--- config.mk ---
export PLATFORM = sky130hd
export DESIGN_NAME = rops_output_select
export DESIGN_NICKNAME = d
export VERILOG_FILES = /design/src/rops_pkg.sv /design/src/rops_output_select.sv /design/src/rops_pin_mux.sv
export VERILOG_INCLUDE_DIRS = /design/src
export SDC_FILE = /design/constraint.sdc
export NUM_CORES = 1
export LEC_CHECK = 0
export BUFFER_PORTS_ARGS = -buffer_cell sky130_fd_sc_hd__buf_2
export CAP_MARGIN = 20
export CORE_MARGIN = 8
export CORE_UTILIZATION = 30
export CTS_CLUSTER_SIZE = 20
export DETAILED_ROUTE_END_ITERATION = 12
export PLACE_DENSITY = 0.53
export SYNTH_ARGS = -nofsm -noshare
export SYNTH_HDL_FRONTEND = slang
export SYNTH_SLANG_ARGS = --single-unit
--- constraint.sdc ---
create_clock -name SYS_CLK_I -period 12.3 [get_ports SYS_CLK_I]
set_clock_uncertainty 0.05 [all_clocks]
set_input_delay 1.845 -clock SYS_CLK_I [delete_from_list [all_inputs] [get_ports SYS_CLK_I]]
set_output_delay 1.845 -clock SYS_CLK_I [all_outputs]
set_load 0.005 [all_outputs]
--- src/rops_defs.svh ---
/*
  register count and widths, field positions, reset values and selector codes
  for the remappable output pin select block.
  assumes a 16-bit register port with one register per address.
*/
`ifndef ROPS_DEFS_SVH
`define ROPS_DEFS_SVH

`define ROPS_NUM_PINS      32
`define ROPS_NUM_REGS      16
`define ROPS_ADDR_W        4
`define ROPS_DATA_W        16
`define ROPS_SEL_W         6
`define ROPS_HI_LSB        8
`define ROPS_HI_MSB        13
`define ROPS_LO_LSB        0
`define ROPS_LO_MSB        5
`define ROPS_SEL_RESET     6'h00
`define ROPS_NUM_SOURCES   64

`define ROPS_CODE_NULL     6'h00
`define ROPS_CODE_CMP1     6'h01
`define ROPS_CODE_CMP2     6'h02
`define ROPS_CODE_U1_TX    6'h03
`define ROPS_CODE_U1_RTS   6'h04
`define ROPS_CODE_U2_TX    6'h05
`define ROPS_CODE_U2_RTS   6'h06
`define ROPS_CODE_S1_DO    6'h07
`define ROPS_CODE_S1_CK    6'h08
`define ROPS_CODE_S1_SS    6'h09
`define ROPS_CODE_S2_DO    6'h0A
`define ROPS_CODE_S2_CK    6'h0B
`define ROPS_CODE_S2_SS    6'h0C
`define ROPS_CODE_OC_FIRST 6'h12
`define ROPS_CODE_U3_TX    6'h1C
`define ROPS_CODE_U3_RTS   6'h1D
`define ROPS_CODE_U4_TX    6'h1E
`define ROPS_CODE_U4_RTS   6'h1F
`define ROPS_CODE_S3_DO    6'h20
`define ROPS_CODE_S3_CK    6'h21
`define ROPS_CODE_S3_SS    6'h22
`define ROPS_CODE_OC9      6'h23
`define ROPS_CODE_CMP3     6'h24

`endif

--- src/rops_pkg.sv ---
/*
  types for the remappable output pin select block.
  assumes rops_defs.svh is on the include path.
*/
`include "rops_defs.svh"

package rops_pkg;

  typedef logic [`ROPS_SEL_W-1:0] rops_sel_t;

  typedef struct packed {
    logic       comparator_three_out;
    logic       comparator_two_out;
    logic       comparator_one_out;
    logic [3:0] uart_transmit;
    logic [3:0] uart_request_to_send;
    logic [2:0] spi_data_out;
    logic [2:0] spi_clock_out;
    logic [2:0] spi_select_out;
    logic [8:0] compare_channel;
  } rops_periph_s;

endpackage
--- src/rops_output_select.sv ---
/*
  remappable output pin select: sixteen 16-bit mapping registers, two
  6-bit selectors each, steering peripheral outputs onto 32 pins.
  assumes synchronous peripheral outputs and a single-cycle register port
  with read data one cycle after the read strobe.
*/
// The strobed register port and the address map were chosen for this implementation.
// Function
// - every remappable pin has its own selector choosing its peripheral output.
// - each mapping register holds two 6-bit selectors, one per pin.
// - selector value names a function whose output then drives the pin.
// - code zero is null; pin is driven by no peripheral output.
// - code 1 routes comparator one, code 2 comparator two.
// - codes 3-6 and 28-31 select uart transmit then request-to-send.
// - codes 7-12 and 32-34 select spi data, clock, select outputs.
// - codes 18-25 select compare channels 1-8; code 35 channel 9.
// - code 36 selects comparator three; codes 37-63 leave pin unconnected.
// - reset clears every selector to null.
// - higher pin in bits 13-8, lower in 5-0, rest read zero.
`include "rops_defs.svh"
`timescale 1ns/1ps
`default_nettype none

module rops_output_select (
  input  wire logic                          SYS_CLK_I,
  input  wire logic                          SYS_RST_I,
  input  wire logic [`ROPS_ADDR_W-1:0]       REG_ADDR_I,
  input  wire logic [`ROPS_DATA_W-1:0]       REG_WDATA_I,
  input  wire logic                          REG_WR_I,
  input  wire logic                          REG_RD_I,
  output logic [`ROPS_DATA_W-1:0]            REG_RDATA_O,
  input  wire rops_pkg::rops_periph_s        PERIPH_I,
  output logic [`ROPS_NUM_PINS-1:0]          PIN_OUT_O,
  output logic [`ROPS_NUM_PINS-1:0]          PIN_ACTIVE_O
);

  rops_pkg::rops_sel_t             sel_reg  [`ROPS_NUM_PINS];
  rops_pkg::rops_sel_t             sel_next [`ROPS_NUM_PINS];
  logic [`ROPS_DATA_W-1:0]         rdata_reg;
  logic [`ROPS_DATA_W-1:0]         rdata_next;
  logic [`ROPS_NUM_SOURCES-1:0]    src;
  logic [`ROPS_NUM_PINS-1:0]       pin_mux;
  logic [`ROPS_NUM_PINS-1:0]       pin_act;
  logic [`ROPS_NUM_PINS-1:0]       pin_reg;
  logic [`ROPS_NUM_PINS-1:0]       act_reg;

  // source vector indexed by code; anything not listed stays low
  always_comb begin
    src                         = '0;
    src[`ROPS_CODE_CMP1]        = PERIPH_I.comparator_one_out;
    src[`ROPS_CODE_CMP2]        = PERIPH_I.comparator_two_out;
    src[`ROPS_CODE_U1_TX]       = PERIPH_I.uart_transmit[0];
    src[`ROPS_CODE_U1_RTS]      = PERIPH_I.uart_request_to_send[0];
    src[`ROPS_CODE_U2_TX]       = PERIPH_I.uart_transmit[1];
    src[`ROPS_CODE_U2_RTS]      = PERIPH_I.uart_request_to_send[1];
    src[`ROPS_CODE_U3_TX]       = PERIPH_I.uart_transmit[2];
    src[`ROPS_CODE_U3_RTS]      = PERIPH_I.uart_request_to_send[2];
    src[`ROPS_CODE_U4_TX]       = PERIPH_I.uart_transmit[3];
    src[`ROPS_CODE_U4_RTS]      = PERIPH_I.uart_request_to_send[3];
    src[`ROPS_CODE_S1_DO]       = PERIPH_I.spi_data_out[0];
    src[`ROPS_CODE_S1_CK]       = PERIPH_I.spi_clock_out[0];
    src[`ROPS_CODE_S1_SS]       = PERIPH_I.spi_select_out[0];
    src[`ROPS_CODE_S2_DO]       = PERIPH_I.spi_data_out[1];
    src[`ROPS_CODE_S2_CK]       = PERIPH_I.spi_clock_out[1];
    src[`ROPS_CODE_S2_SS]       = PERIPH_I.spi_select_out[1];
    src[`ROPS_CODE_S3_DO]       = PERIPH_I.spi_data_out[2];
    src[`ROPS_CODE_S3_CK]       = PERIPH_I.spi_clock_out[2];
    src[`ROPS_CODE_S3_SS]       = PERIPH_I.spi_select_out[2];
    for (int k = 0; k < 8; k++) begin
      src[`ROPS_CODE_OC_FIRST + k[5:0]] = PERIPH_I.compare_channel[k];
    end
    src[`ROPS_CODE_OC9]         = PERIPH_I.compare_channel[8];
    src[`ROPS_CODE_CMP3]        = PERIPH_I.comparator_three_out;
  end

  // register writes and read-back; odd pin in the high field
  always_comb begin
    for (int p = 0; p < `ROPS_NUM_PINS; p++) begin
      sel_next[p] = sel_reg[p];
    end
    if (REG_WR_I) begin
      sel_next[{REG_ADDR_I, 1'b1}] = REG_WDATA_I[`ROPS_HI_MSB:`ROPS_HI_LSB];
      sel_next[{REG_ADDR_I, 1'b0}] = REG_WDATA_I[`ROPS_LO_MSB:`ROPS_LO_LSB];
    end
    rdata_next = '0;
    if (REG_RD_I) begin
      rdata_next[`ROPS_HI_MSB:`ROPS_HI_LSB] = sel_reg[{REG_ADDR_I, 1'b1}];
      rdata_next[`ROPS_LO_MSB:`ROPS_LO_LSB] = sel_reg[{REG_ADDR_I, 1'b0}];
    end
  end

  always_ff @(posedge SYS_CLK_I or posedge SYS_RST_I) begin
    if (SYS_RST_I) begin
      for (int p = 0; p < `ROPS_NUM_PINS; p++) begin
        sel_reg[p] <= `ROPS_SEL_RESET;
      end
      rdata_reg <= 16'h0000;
    end else begin
      for (int p = 0; p < `ROPS_NUM_PINS; p++) begin
        sel_reg[p] <= sel_next[p];
      end
      rdata_reg <= rdata_next;
    end
  end

  // one mux per pin
  genvar g;
  generate
    for (g = 0; g < `ROPS_NUM_PINS; g++) begin : g_pin
      rops_pin_mux u_mux (
        .src_i    (src),
        .sel_i    (sel_reg[g]),
        .pin_o    (pin_mux[g]),
        .active_o (pin_act[g])
      );
    end
  endgenerate

  // pins registered so they are glitch free; costs one cycle of latency
  always_ff @(posedge SYS_CLK_I or posedge SYS_RST_I) begin
    if (SYS_RST_I) begin
      pin_reg <= 32'h0000_0000;
      act_reg <= 32'h0000_0000;
    end else begin
      pin_reg <= pin_mux;
      act_reg <= pin_act;
    end
  end

  assign REG_RDATA_O  = rdata_reg;
  assign PIN_OUT_O    = pin_reg;
  assign PIN_ACTIVE_O = act_reg;

endmodule

`default_nettype wire

--- src/rops_pin_mux.sv ---
/*
  one remappable pin: selector code to peripheral output.
  assumes the source vector is indexed by selector code, with unused codes tied low.
*/
`include "rops_defs.svh"
`timescale 1ns/1ps
`default_nettype none

module rops_pin_mux (
  input  wire logic [`ROPS_NUM_SOURCES-1:0] src_i,
  input  wire rops_pkg::rops_sel_t         sel_i,
  output logic                             pin_o,
  output logic                             active_o
);

  // null and unused codes land on tied-low sources, so the pin sees nothing
  always_comb begin
    pin_o    = src_i[sel_i];
    active_o = (sel_i != `ROPS_CODE_NULL);
  end

endmodule

`default_nettype wire

### Word level (Yosys, flattened, before mapping)

Index checks and enable logic that the tools add are counted.
Widths: inputs -> output; s select.

* div/mod/pow operators: 0
* reductions and logical operators: 34
* add/subtract/negate cells: 0
* equal/unequal tests: 0
* multiplexer cells: 78
* shifts and indexed selects: 0
* $mul: 0
* order comparisons: 36
* bitwise operators: 2

Operators with widths (number)
* $bwmux 192: 2
* $lt 6x7->1 const B: 32
* $bmux 1 s6: 32
* $reduce_bool 6->1: 32
* $bmux 6 s5: 2
* $demux 6 s5: 2
* $mux 6: 8
* $mux 1: 32
* $ge 6x6->1 const B: 2
* $lt 6x1->1 const B: 2
* $not 5->6: 2
* $logic_and 1x1->1: 2

* memories: 0
* output and inout port bits: 80
* bits of input ports: 53
* bits in latches: 0
* register bits: 268
* bits in writable memories: 0
* bits in read-only memories: 0
* logic and storage cells: 185

### Logic depth before layout (Yosys ltp)

* depth after elaboration: 7
* depth in mapped cells: 8
* depth with buffers taken out: 5

### Cells and area by module

From an unflattened synthesis, not the netlist that was laid out.

* cell total of the unflattened synthesis: 2413
* area, all modules: 31272.5 um^2

Modules (own cells, without submodules)
* rops_pin_mux: seq. area each 0.0 um^2, area an instance 644.4 um^2, cells each 56, instances 32
* rops_output_select: seq. area each 6706.4 um^2, area an instance 10652.7 um^2, cells each 621, instances 1

### Least setup slack after synthesis

Ideal clock, no wire load.

* kind: input-to-reg
* from: input port REG_ADDR_I[0]
* to: register rdata_reg[1] (netlist: REG_RDATA_O[1])
* cell stages on the path: 5
* required time: 12131 ps
* arrival: 3264 ps
* path slack: 8867 ps
* path buffers: 2
* library setup time: 119 ps
* cell sequence: buf_6 buf_8 mux4_1 mux4_2 and2_1

* longest elaborated chain between the ends: 5

Ends and longest elaborated chain
* start: declaration: line rops_output_select.sv:27 `` input wire logic [`ROPS_ADDR_W-1:0] REG_ADDR_I, ``
* $not 5->6 (not written as such): line rops_output_select.sv:88 `` rdata_next[`ROPS_LO_MSB:`ROPS_LO_LSB] = sel_reg[{REG_ADDR_I, 1'b0}]; ``
* $bmux 6 s5: line rops_output_select.sv:88
* $mux 6 (not written as such) (2 in series): line rops_output_select.sv:88
* $mux 6: line rops_output_select.sv:86 `if (REG_RD_I) begin`
* net rdata_next[1]: line rops_output_select.sv:40 `` logic [`ROPS_DATA_W-1:0] rdata_next; ``
* end signal: assignment: line rops_output_select.sv:102 `rdata_reg <= rdata_next;`
* end: declaration: line rops_output_select.sv:39 `` logic [`ROPS_DATA_W-1:0] rdata_reg; ``

The timed path passes the listed nets, and every way through them passes these cells. The select of a mux whose other input is x is not followed.
A chain may end at the register's enable or synchronous reset.

### Final worst setup path

* from: input port PERIPH_I[22] in the netlist's numbering
* to: register pin_reg[18] (netlist: PIN_OUT_O[18])

* longest elaborated chain between the ends: 2

Ends and longest elaborated chain
* start: declaration: line rops_output_select.sv:32 `input wire rops_pkg::rops_periph_s PERIPH_I,`
* $bmux 1 s6: line rops_pin_mux.sv:18 `pin_o = src_i[sel_i];`
* $mux 1 (not written as such): line rops_pin_mux.sv:18
* net g_pin[18].u_mux.pin_o: line rops_pin_mux.sv:12 `output logic pin_o,`
* end signal: assignment: line rops_output_select.sv:125 `pin_reg <= pin_mux;`
* end: declaration: line rops_output_select.sv:44 `` logic [`ROPS_NUM_PINS-1:0] pin_reg; ``

The timed path passes the listed nets, and every way through them passes these cells. The select of a mux whose other input is x is not followed.

==> out/summary.txt <==
Yosys top cell area share - 32.9%
Largest net degree at the start of global routing - 166
# clock sinks - 268
Dominant cells by area after synthesis - dfrtp_1 33%, mux4_2 22%, mux2_2 11%, mux2i_1 4.8%, nand2_1 2.6%
Crit end category - register
Post-synth ARST share - 100%
Post-cts repair resize count - 0
DP HPWL - 45500 µm
Post-CTS setup buffers - 0
Initial antenna violation count - 6
Mapped Cells - 1792
Routed len/inst - 30.1 µm
Peak Freq - 0.260 GHz
Filler cell count - 6645
Period Utilization, post-route - 31.3%
First-pass GRT wire length - 116000 µm
Seq/Total Area, Yosys - 32.9%
Post-synth EDFFs - 0
Port bufs - 124
Synth Area in Adders - 0%
Comb power frac - 34.1%
Flop and latch count out of synthesis - 268
Req. time, crit path - 12.60 ns
Via count - 16.9k
Final ANT Viol Nets - 0
Fin crit period - 3.84 ns
Post-CTS Hold Buffers - 0
Mapped Area - 0.0204 mm²
Mean area per synthesized cell - 11.4 µm²
Max FFs per register - 192
Synth Area in XOR/XNOR - 0%
Ys Warns - 0
WL final - 79600 µm
Synth area leader - dfrtp_1
Skew-Pair Late Insertion Delay - 0.56 ns
Placeable Area - 0.0672 mm²
FF-to-FF setup slack - 9.93 ns
CP max FO - 32
Pint - 2.41 mW
Number of distinct library cells after synthesis - 60
Top FF cell, synth - dfrtp_1
Pre-Repair DR Iteration Count - 6
Post-layout util - 33.1%
Vias in the first global route - 16.4k
Setup-failing EPs final - 0
Largest family of logic cells by synthesized area - multiplexers
Fin. Hold Viols - 0
Status - finished, final reports clean
CTS tree - yes
PnR worst setup slack - 8.46 ns
Most frequent cells in the layout - 268 x dfrtp_1, 203 x mux4_2, 193 x mux2_2, 143 x nand2_1, 124 x buf_2
WP data arrival - 4.14 ns
RSZ-0062 raised after global routing - no
Slew Viols, Final - 0
Worst-margin pin slew - 1.22 ns
Initial core utilization - 30.3%
Die ar. - 0.0765 mm²
Io pins - 133
Post-synthesis mux area share - 40.6%
Placer congestion estimate - 0.885
DP Worst Slack - 7.80 ns
Die Span X - 277 µm
Initial DRC count - 2183
PwrDens - 173 mW/mm²
Max Cap Viol - 0
Global Route Usage Sum - 20.1%
Row count - 95
VDD IR max - 87.3 µV
Slew HR - 18.7%
Simple-gate share of the synthesized area - 11.7%
Overall die height - 277 µm
Synth Area in Compound Gates - 8.07%
Clock Pin Slew Worst Setup and Hold Paths - 0.06 ns
Critical path type - in -> reg
CTS Buf Count - 35
Sw Ratio - 37.3%
Share of power burned in registers - 40.0%
Clock root buffer - clkbuf_16
Crit start category - input pin
Sum of negative setup slack - 0 ns
Sw power - 1.44 mW
DRC errors left - 0
Clock buffer depth - 3
Leakage - 8.60 nW
Post-DR vias/cell - 6.38
Most common cell after layout, fill and taps aside - dfrtp_1
H-tree depth - 2
Syn-to-layout area delta - 9.14%
Nets - 1802
Worst min-delay path class - reg -> reg
Clock power share - 25.8%
Ratio of cells with drive above 1 in the final layout - 34.9%
Grt total ovfl - 0
-- per-stage QoR --
| stage | std cells | hold slack (ns) | instance area [µm²] | power [mW] |
|---|---|---|---|---|
| after CTS | 2639 | 0.521 | 22200 | 3.86 |
| after floorplan | 1795 | 0.422 | 20400 | 2.43 |
| after detailed placement | 2584 | 0.511 | 21200 | 2.85 |
| after global placement | 2584 | 0.509 | 21200 | 2.81 |
| final | 2642 | 0.516 | 22200 | 3.85 |
| after global routing | 2640 | 0.533 | 22200 | 4.06 |
-- area by class of cell --
type	instances	area (µm²)	area share (%)
Clock buffer	48	1030	4.62
Clock inverter	7	45.0	0.203
Tap cell	873	1090	4.91
Multi-Input combinational cell	1243	12300	55.4
Timing Repair Buffer	154	858	3.86
Sequential cell	268	6710	30.2
Antenna cell	2	5.00	0.0225
Inverter	47	184	0.827
-- logic make-up (layout without fill, tap and decap cells) --
kind of cell | after synthesis | after routing
buffers and inverters | 284 | 256
other | 1 | 6
AO/OA/AOI/OAI | 232 | 232
AND/OR/NAND/NOR | 487 | 487
multiplexers | 520 | 520
flip-flops | 268 | 268
-- layer usage --
metal | part of all wire, % | vias to the layer above | global-route usage [%] | wire (µm)
li1 | - | 6759 | - | -
met2 | 43 | 1230 | 30.0 | 34500
met5 | 0.029 | - | 0 | 23
met1 | 39 | 8580 | 26.8 | 30900
met4 | 6.3 | 4 | 10.7 | 5010
met3 | 11 | 283 | 5.05 | 9150
-- critical path: stages --
cell and delay, ns:
buf_2 0.76, mux2_2 0.30, nand2_1 0.06, a21oi_1 0.15, a2111oi_0 0.09, o41ai_1 0.90
-- cells in the mapped netlist (12+ instances only) --
cell type / number
inv_1: 46
mux2i_1: 97
mux2_2: 193
buf_2: 62
or2_2: 12
a2111oi_0: 13
nand3_1: 79
nand3b_1: 23
nor3_1: 20
nand2_1: 143
nor3b_1: 16
clkbuf_1: 134
buf_1: 14
o311ai_0: 18
and2_1: 12
o21ai_0: 47
dfrtp_1: 268
a311oi_1: 18
o41ai_1: 13
mux4_1: 17
mux4_2: 203
buf_6: 13
nor2_1: 120
a21oi_1: 42
-- worst paths after layout --
kind                       cells after the start                     start                   endpoint
max                                            6              PERIPH_I[22]    PIN_OUT_O[18]$_DFF_PP0_
min                                            1  sel_reg[131]$_DFFE_PP0P_    PIN_OUT_O[10]$_DFF_PP0_
max reg2reg                                    4   sel_reg[42]$_DFFE_PP0P_    PIN_OUT_O[24]$_DFF_PP0_
min reg2reg                                    1  sel_reg[131]$_DFFE_PP0P_    PIN_OUT_O[10]$_DFF_PP0_
max in group asynchronous                      3                 SYS_RST_I     PIN_OUT_O[4]$_DFF_PP0_
min in group asynchronous                      2                 SYS_RST_I  PIN_ACTIVE_O[3]$_DFF_PP0_
-- power by group through the flow --
stage | Combinational [mW] | Sequential (mW) | Clock [mW]
3_3_place_gp | 1.28 | 1.54 | 0
6_report | 1.31 | 1.54 | 0.993
5_1_grt | 1.41 | 1.60 | 1.05
2_1_floorplan | 1.17 | 1.26 | 0
3_5_place_dp | 1.30 | 1.55 | 0
4_1_cts | 1.31 | 1.53 | 1.02
Note: power is estimated with default switching activity, not from simulation.
